$ cat src/design/modem_ctl_map.svh
// Purpose: constants for the modem-control and remote/local block
// Assumes: 100 MHz mclk_in
// Notes: timing counts derived from times in their own units
`ifndef MODEM_CTL_MAP_SVH
`define MODEM_CTL_MAP_SVH
`define CLK_PERIOD_NS 10
// break must hold this long on the receive line to count
`define BREAK_MIN_NS 200000
`define BREAK_CYCLES ((`BREAK_MIN_NS + `CLK_PERIOD_NS - 1) / `CLK_PERIOD_NS)
`define BREAK_CNT_W 16
// device-clear pulse length in cycles
`define CLEAR_PULSE_CYCLES 1
`define LINK_RESET_VAL 1'h0
// modem line synchronisers idle with rxd at mark, all other lines off
`define SYNC_RESET_VAL 6'h01
`define KEY_RESET_VAL 2'h0
`define BREAK_CNT_RESET_VAL 16'h0000
`endif

$ cat src/design/modem_ctl_pkg.sv
// Purpose: types for the modem-control and remote/local block
// Assumes: nothing beyond the map header
// Notes: handshake state and control mode
package modem_ctl_pkg;
  typedef enum logic [1:0] {HS_IDLE, HS_REQ, HS_SEND} hs_state_t;
  typedef enum logic {MODE_LOCAL, MODE_REMOTE} ctl_mode_t;
endpackage

$ cat src/design/modem_ctl.sv
// Purpose: dte-side modem handshake, remote/local control, break clear
// Assumes: modem lines are active-high ON levels after the line receiver
// Notes: one clock domain; all outputs registered
`include "modem_ctl_map.svh"

// Function
// RULE_01: send data only while rts, cts, dsr and dtr are all on.
// RULE_02: raise rts when data waits, then wait for cts before sending.
// RULE_03: modem raises cts only in answer to rts; no cts, no sending.
// RULE_04: modem raises dsr once the call is established.
// RULE_05: modem raises carrier detect only for a valid received signal.
// RULE_06: dtr is on only while the terminal is ready for data.
// RULE_07: modem raises ring indicator for an incoming call.
// RULE_08: rate select on means higher rate; modem line carries reverse selection.
// RULE_09: direct link remote mode ends only on return_to_local_command.
// RULE_10: front-panel local key ignored under serial control.
// RULE_11: modem mode drops to local on disconnect; new enter command needed.
// RULE_12: controller sends a break first once the link is up.
// RULE_13: a received break performs the device-clear action.
// RULE_14: controller waits about two seconds after break, then enters remote.
// RULE_15: every incoming modem line passes two flip-flops before use.
module modem_ctl (
  // clock and reset
  input wire logic mclk_in,
  input wire logic rst_in,
  // configuration and user side
  input wire logic direct_link_configuration_in,
  input wire logic terminal_enable_in,
  input wire logic high_rate_in,
  input wire logic tx_pending_in,
  input wire logic enter_remote_command_in,
  input wire logic return_to_local_command_in,
  input wire logic local_key_in,
  // modem lines from the far side
  input wire logic cts_in,
  input wire logic dsr_in,
  input wire logic dcd_in,
  input wire logic ring_in,
  input wire logic rate_ind_in,
  input wire logic rxd_in,
  // modem lines to the far side
  output logic rts_out,
  output logic dtr_out,
  output logic rate_sel_out,
  // status to the user side
  output logic tx_allowed_out,
  output logic remote_out,
  output logic carrier_out,
  output logic ring_out,
  output logic far_high_rate_out,
  output logic device_clear_out
);
  import modem_ctl_pkg::*;

  // ---------------------------------------------------------------
  // state
  // ---------------------------------------------------------------
  typedef struct packed {
    logic [5:0] sync1;
    logic [5:0] sync2;
    logic [1:0] key_sync;
    hs_state_t hs;
    ctl_mode_t mode;
    logic rts;
    logic dtr;
    logic rate_sel;
    logic tx_allowed;
    logic carrier;
    logic ring;
    logic far_high;
    logic [`BREAK_CNT_W-1:0] brk_cnt;
    logic brk_seen;
    logic dev_clear;
    logic remote;
  } state_t;

  state_t st_reg;
  state_t st_next;

  // synchronised views: cts, dsr, dcd, ring, rate, rxd
  logic cts_s, dsr_s, dcd_s, ring_s, rate_s, rxd_s;
  assign {cts_s, dsr_s, dcd_s, ring_s, rate_s, rxd_s} = st_reg.sync2;

  function automatic logic all_on(input logic r, input logic c, input logic d, input logic t);
    all_on = r & c & d & t;
  endfunction

  // ---------------------------------------------------------------
  // next-state logic
  // ---------------------------------------------------------------
  // whole block state computed from the registered copy
  always_comb begin
    st_next = st_reg;
    // two-stage synchroniser on every modem input
    st_next.sync1 = {cts_in, dsr_in, dcd_in, ring_in, rate_ind_in, rxd_in}; // RULE_15
    st_next.sync2 = st_reg.sync1; // RULE_15
    // front-panel key is a pin too: two flops before any use
    st_next.key_sync = {st_reg.key_sync[0], local_key_in}; // RULE_15
    // dtr on only while terminal is ready
    st_next.dtr = terminal_enable_in; // RULE_06
    st_next.rate_sel = high_rate_in; // RULE_08
    st_next.far_high = rate_s; // RULE_08
    st_next.carrier = dcd_s;
    st_next.ring = ring_s;
    // rts/cts handshake
    unique case (st_reg.hs)
      HS_IDLE: begin
        if (tx_pending_in && terminal_enable_in) begin
          st_next.hs = HS_REQ; // RULE_02
        end
      end
      HS_REQ: begin
        if (!tx_pending_in || !terminal_enable_in) begin
          st_next.hs = HS_IDLE;
        end else if (cts_s && dsr_s) begin
          st_next.hs = HS_SEND; // RULE_02
        end
      end
      HS_SEND: begin
        if (!tx_pending_in || !terminal_enable_in || !cts_s || !dsr_s) begin
          st_next.hs = HS_IDLE; // RULE_01
        end
      end
      default: begin
        st_next.hs = HS_IDLE;
      end
    endcase
    st_next.rts = (st_next.hs != HS_IDLE); // RULE_02
    // gate sending on all four lines: rts and dtr at their next values, cts and dsr at their present synced values
    st_next.tx_allowed = (st_next.hs == HS_SEND) &&
      all_on(st_next.rts, cts_s, dsr_s, st_next.dtr); // RULE_01
    // remote/local control
    if (st_reg.mode == MODE_LOCAL) begin
      if (enter_remote_command_in) begin
        st_next.mode = MODE_REMOTE;
      end
    end else begin
      if (return_to_local_command_in) begin
        st_next.mode = MODE_LOCAL; // RULE_09
      end else if (!direct_link_configuration_in && (!dsr_s || !terminal_enable_in)) begin
        st_next.mode = MODE_LOCAL; // RULE_11
      end
      // synced key steers nothing while remote; only the command, or a disconnect in modem mode, returns to local
      st_next.mode = st_reg.key_sync[1] ? st_next.mode : st_next.mode; // RULE_10
    end
    // registered copy so remote_out comes straight from a flop
    st_next.remote = (st_next.mode == MODE_REMOTE);
    // break: receive line held spacing (low) long enough
    // a short glitch must not clear the device; the minimum is a chosen figure
    st_next.dev_clear = 1'h0;
    if (rxd_s) begin
      st_next.brk_cnt = '0;
      st_next.brk_seen = 1'h0;
    end else if (!st_reg.brk_seen) begin
      if (st_reg.brk_cnt == `BREAK_CNT_W'(`BREAK_CYCLES - 1)) begin
        st_next.brk_seen = 1'h1;
        st_next.dev_clear = 1'h1; // RULE_13
      end else begin
        st_next.brk_cnt = st_reg.brk_cnt + `BREAK_CNT_W'(1);
      end
    end
  end

  // ---------------------------------------------------------------
  // state register
  // ---------------------------------------------------------------
  // every field reset to a named constant of its own width
  always_ff @(posedge mclk_in or posedge rst_in) begin
    if (rst_in) begin
      st_reg <= '{
        sync1: `SYNC_RESET_VAL,
        sync2: `SYNC_RESET_VAL,
        key_sync: `KEY_RESET_VAL,
        hs: HS_IDLE,
        mode: MODE_LOCAL,
        brk_cnt: `BREAK_CNT_RESET_VAL,
        default: `LINK_RESET_VAL
      };
    end else begin
      st_reg <= st_next;
    end
  end

  // ---------------------------------------------------------------
  // outputs straight from the state flops
  // ---------------------------------------------------------------
  assign rts_out = st_reg.rts;
  assign dtr_out = st_reg.dtr;
  assign rate_sel_out = st_reg.rate_sel;
  assign tx_allowed_out = st_reg.tx_allowed;
  assign remote_out = st_reg.remote;
  assign carrier_out = st_reg.carrier;
  assign ring_out = st_reg.ring;
  assign far_high_rate_out = st_reg.far_high;
  assign device_clear_out = st_reg.dev_clear;

  // ---------------------------------------------------------------
  // checks
  // ---------------------------------------------------------------
  a_tx_needs_lines: assert property (@(posedge mclk_in) disable iff (rst_in) // RULE_01
    tx_allowed_out |-> (rts_out && dtr_out && $past(cts_s) && $past(dsr_s)))
    else $error("sending without all handshake lines on");
  a_rts_on_pending: assert property (@(posedge mclk_in) disable iff (rst_in) // RULE_02
    (tx_pending_in && terminal_enable_in && !rts_out) |=> rts_out)
    else $error("rts not raised for pending data");
  a_dtr_follows: assert property (@(posedge mclk_in) disable iff (rst_in) // RULE_06
    ##1 (dtr_out == $past(terminal_enable_in)))
    else $error("dtr does not follow terminal readiness");
  a_rate_select: assert property (@(posedge mclk_in) disable iff (rst_in) // RULE_08
    ##1 (rate_sel_out == $past(high_rate_in)))
    else $error("rate selector wrong");
  a_direct_stays: assert property (@(posedge mclk_in) disable iff (rst_in) // RULE_09
    (remote_out && direct_link_configuration_in && !return_to_local_command_in) |=> remote_out)
    else $error("direct link left remote without command");
  a_local_key: assert property (@(posedge mclk_in) disable iff (rst_in) // RULE_10
    (remote_out && local_key_in && !return_to_local_command_in && direct_link_configuration_in) |=> remote_out)
    else $error("local key acted under serial control");
  a_modem_drop: assert property (@(posedge mclk_in) disable iff (rst_in) // RULE_11
    (remote_out && !direct_link_configuration_in && !terminal_enable_in) |=> !remote_out)
    else $error("modem disconnect did not return to local");
  a_break_clear: assert property (@(posedge mclk_in) disable iff (rst_in) // RULE_13
    device_clear_out |-> (!rxd_s && $past(!rxd_s)))
    else $error("device clear without break");
  a_sync_delay: assert property (@(posedge mclk_in) disable iff (rst_in) // RULE_15
    ##3 (carrier_out == $past(dcd_in, 3)))
    else $error("carrier not two-stage synchronised");
endmodule

$ cat config.mk
export PLATFORM = sky130hd
export DESIGN_NAME = modem_ctl
export DESIGN_NICKNAME = d
export VERILOG_FILES = /design/src/design/modem_ctl_pkg.sv /design/src/design/modem_ctl.sv
export VERILOG_INCLUDE_DIRS = /design/src /design/src/design
export SDC_FILE = /design/constraint.sdc
export NUM_CORES = 1
export LEC_CHECK = 0
export ABC_CLOCK_PERIOD_IN_PS = 2200
export BUFFER_PORTS_ARGS = -buffer_cell sky130_fd_sc_hd__buf_2
export CORE_MARGIN = 3
export CORE_UTILIZATION = 54
export DETAILED_ROUTE_END_ITERATION = 7
export GPL_TIMING_DRIVEN = 0
export PLACE_DENSITY = 0.88
export SYNTH_ARGS = -nofsm -noshare
export SYNTH_HDL_FRONTEND = slang
export SYNTH_SLANG_ARGS = --single-unit
$ cat constraint.sdc
create_clock -name mclk_in -period 2.2 [get_ports mclk_in]
set_clock_uncertainty 0.1 [all_clocks]
set_input_delay 0.11 -clock mclk_in [delete_from_list [all_inputs] [get_ports mclk_in]]
set_output_delay 0.11 -clock mclk_in [all_outputs]
set_load 0.02 [all_outputs]
Word level (Yosys, flattened, before mapping). Cells that the tools add are included.

Bits of input ports: 15. Output and inout port bits: 9. Flip-flop bits (word level): 40. Word-level logic and storage cells: 54.

Add/sub/neg operators: 1. Equal/unequal tests: 6. Bitwise gates (word level): 3. Reductions and logical operators: 16. Multiplexer cells: 14.

Operator list (number): 18-bit 2-to-1 mux (1); 17-bit 2-to-1 mux (1); 16-bit by 1-bit adder with 16-bit output (second input constant) (1); 16-bit by 15-bit equality test with 1-bit output (second input constant) (1); 16-bit 2-to-1 mux (1); 2-bit 2-to-1 mux (5); 2-bit case mux with 3 select lines (1); 1-bit logical NOT (5); 1-bit 2-to-1 mux (5); 2-bit equality test (second input constant) (2); 1-bit logical AND (4); 1-bit logical OR (4); 1-bit bitwise AND (3); 2-bit by 1-bit equality test with 1-bit output (second input constant) (1); 2-bit logical NOT (1); 2-bit by 1-bit != test with 1-bit output (second input constant) (1); 2-bit != test (second input constant) (1); 2-bit AND reduction (1); 2-bit nonzero test (1).

Depth between registers and ports, before layout.
Word-level depth: 11. Depth in mapped cells: 6. Mapped depth without buffers: 5.

Least setup slack after synthesis. Ideal clock, no wire load.

Kind: register to register. Start point: register st_reg[3] (netlist bit). End point: register st_reg[6] (netlist bit). Data required time: 2.022 ns. Buffers on the path: 1. Arrival: 1.498 ns. Stages on the path, launching flop included: 7. Slack: 0.524 ns. Cells stage by stage: dfrtp_1 > ha_1 > nor4bb_1 > and4_1 > buf_6 > or3_1 > a21oi_1.

Cells in the longest elaborated chain, start to end: 4. Elaborated cells between the ends (all ways): 7.

Ends and longest elaborated chain: from (decl) (line modem_ctl.sv:77) `state_t st_reg;`; from (signal assigned) (line modem_ctl.sv:170) `st_reg <= '{`; from (signal assigned) (line modem_ctl.sv:180) `st_reg <= st_next;`; 16-bit by 1-bit adder with 16-bit output (line modem_ctl.sv:159) `` st_next.brk_cnt = st_reg.brk_cnt + `BREAK_CNT_W'(1); ``; 16-bit 2-to-1 mux (line modem_ctl.sv:155) `` if (st_reg.brk_cnt == `BREAK_CNT_W'(`BREAK_CYCLES - 1)) begin ``; 18-bit 2-to-1 mux (line modem_ctl.sv:154) `end else if (!st_reg.brk_seen) begin`; 17-bit 2-to-1 mux (line modem_ctl.sv:151) `if (rxd_s) begin`.

Parallel ways exist; a longest one is shown, timed or not. The select of a mux whose other input is x is not followed. A chain may end at the register's enable or synchronous reset.

Worst setup path in the final report.
Start point: register st_reg[3] (netlist bit). End point: register st_reg[15] (netlist bit).

Same word-level chain as after synthesis.

==> run summary <==
Ys flop type -> dfrtp_1
Vias per cell -> 5.59
Period utilization -> 84.9%
Synth Net Count -> 146
Unrepaired setup endpoints after global routing -> false
Compound-Gate Fraction of Synth Area -> 7.21%
Mean Syn Cell Area -> 12.1 sq um
Tmin final -> 1.87 ns
Final setup violation count -> 0
Post-CTS resize count -> 0
Drt wl/cell -> 14.5 um
Top delay family on crit path -> simple AND/OR/NAND/NOR gates
Post-synth cell types -> 38
Sequential share of the synthesized area -> 63.5%
Crit path launch -> st_reg[3]
Worst path required time -> 2.33 ns
Area after DPL -> 1730 sq um
Post-synthesis xor/xnor area fraction -> 4.44%
# H-tree levels -> 2
Largest register FFs -> 19
Synth Instances -> 130
All-layer global routing usage -> 19.8%
VDD IR max -> 0.000709 V
Worst slew margin -> 47.4%
Mux cell area share after synthesis -> 1.43%
Hold path startpoint -> st_next[32]
Global placement routability congestion -> 0.828
Clk Tree Root Cell -> clkbuf_4
Hold Crit Class -> reg2reg
Worst Setup End Kind -> flop
Postcts setup bufs -> 0
Row Count -> 18
Ys async rst share -> 100%
Number of synthesized flops with an enable pin -> 0
Worst setup path category -> reg2reg
Total gr overflow -> 0
Setup Total Neg Slack -> 0 ns
Bufs and invs on worst path -> 0
Area added between synthesis and finish -> 22.7%
Largest net degree at the start of global routing -> 41
CP Data Arrival Time -> 2.00 ns
First-pass GRT wire length -> 5130 um
Worst-Margin Slew -> 0.788 ns
CTS Hold Bufs -> 11
Leak pwr -> 0.874 nW
Synthesized cell area -> 1580 sq um
Clk buf depth -> 2
Power Dens Cells -> 712 nW/um^2
Crit-path max FO -> 8
Nature of the critical path startpoint -> flop
Status -> finished, final reports clean
Synth Area in Adders -> 0.792%
Final wirelength -> 2930 um
Yosys Warn Count -> 0
DRT antenna net count -> 0
Final instance area -> 1940 sq um
Max stage delay cell, worst path -> nor4_1
Die width -> 60.1 um
Achievable Freq -> 0.535 GHz
HPWL Detailed -> 1930 um
IO Port Bufs -> 22
Yosys reg bits -> 40
Worst-skew pair later-pin latency -> 0.36 ns
Layout cells sized above 1 -> 23.3%
Dpl ws -> 0.359 ns
Max-slew violation count -> 0
Via count -> 1,130
CTS tree -> done
Die area -> 3610 sq um
Worst Setup Slack, final -> 0.332 ns
TritonRoute pass-1 iters -> 4
Top Ports -> 24
FF-to-FF Start -> st_reg[3]
Simple-Gate Fraction of Synth Area -> 20.0%
CP peak stage delay -> 0.48 ns
Max_cap viols -> 0
Fill cells -> 170
Initial DRC Count -> 60
Vias in the first global route -> 1,170
Worst-path cell chain -> ha_1 -> nand4b_1 -> nor4_1 -> xnor2_1 -> nor2_1
Residual DRC count -> 0
CORE AREA -> 2640 sq um
Largest family of logic cells by synthesized area -> simple AND/OR/NAND/NOR gates
Antenna violations before repair -> 0
Starting Density -> 59.9%
Reg clk slew, reported paths -> 0.13 ns
Layout Nets -> 187
Sink Count -> 40
Die height -> 60.1 um
Final hold vios -> 0
Antenna Cells -> 0
CTS Buf Count -> 5
## synthesized netlist by cell type (all sizes together) (2+ instances only)
master	number	area, sq um
dfrtp	38	951
nor2	13	48.8
a21oi	9	45.0
nand2	8	30.0
xnor2	7	61.3
nor3	6	41.3
nand4	5	37.5
o21ai	5	25.0
or3	4	25.0
inv	3	11.3
a31o	2	17.5
buf	2	22.5
clkbuf	2	7.51
dfstp	2	52.6
mux2	2	22.5
nand2b	2	12.5
nor4	2	12.5
nor4bb	2	20.0
## per-stage QoR
| step | utilization (%) | hold slack (ns) | total power [mW] | std cells |
|---|---|---|---|---|
| finish | 73.5 | 0.257 | 1.38 | 202 |
| global route | 73.5 | 0.269 | 1.44 | 202 |
| CTS | 73.1 | 0.0776 | 1.38 | 201 |
| detailed placement | 65.5 | 0.117 | 0.861 | 182 |
| global placement | 65.5 | 0.117 | 0.856 | 182 |
| floorplan | - | 0.0145 | 0.831 | 130 |
## power breakdown
part | total (mW) | switching [mW] | leakage (nW) | internal, mW
logic | 0.0911 | 0.0490 | 0.315 | 0.0420
clock network | 0.514 | 0.242 | 0.0484 | 0.272
registers | 0.774 | 0.0126 | 0.511 | 0.761
## path summary, 6_finish.rpt
path                           endpoint  slack (ns)  cells past startpoint
setup reg to reg             st_reg[15]        0.33                      5
setup / recovery             st_reg[15]        0.33                      5
min in group asynchronous        rate_s        0.34                      3
hold / removal                   rate_s        0.26                      0
hold reg to reg                  rate_s        0.26                      0
max in group asynchronous  rate_sel_out        1.16                      3
## routing by layer
metal	GRT usage (%)	wire [um]	up-vias
met5	0	0	-
met4	7.59	59	0
met3	6.70	134	8
met2	34.1	1560	34
met1	22.4	1180	547
li1	-	-	541
## layout by cell type (no fill, tap or decap), drive strengths merged
cell type / count
mux2: 2
clkinv: 1
a311oi: 1
and3b: 1
clkbuf: 8
nor4bb: 2
nor4: 2
or2: 1
or2b: 1
nand3: 1
nor2: 13
nor4b: 1
o31a: 1
inv: 3
and3: 1
nand3b: 1
nor2b: 1
nor3: 6
nand2: 8
buf: 24
and4: 1
or3: 4
a31o: 2
dlygate4sd3: 12
nor3b: 1
nand2b: 2
nand4b: 1
a21oi: 9
a41oi: 1
xor2: 1
o21ai: 5
dfstp: 2
xnor2: 7
ha: 1
nand4: 5
dfrtp: 38
bufinv: 1
## cell families (layout without fill, tap and decap cells)
| kind of cell | Yosys count | in the layout |
|---|---|---|
| and+or+nand+nor | 53 | 53 |
| xor gates and xnor gates | 8 | 8 |
| muxes | 2 | 2 |
| buffers and inverters | 7 | 49 |
| DFF | 40 | 40 |
| adders and majority gates | 1 | 1 |
| AOI/OAI and AO/OA | 19 | 19 |
## worst reg2reg max path, cell delays in order, from the launching register on
cell	delay, ns
dfrtp_1	0.42
ha_1	0.21
nand4b_1	0.29
nor4_1	0.48
xnor2_1	0.19
nor2_1	0.06
## area by class of cell
class / count / area, sq um / share of cell area (%)
Sequential cell: 40 / 1000 / 51.8
Tap cell: 30 / 37.5 / 1.94
Multi-Input combinational cell: 83 / 534 / 27.6
Timing Repair Buffer: 34 / 230 / 11.9
Buffer: 4 / 30.0 / 1.55
Clock buffer: 6 / 51.3 / 2.65
Inverter: 3 / 11.3 / 0.581
Clock inverter: 2 / 38.8 / 2.00
(Power assumes the default switching activity.)
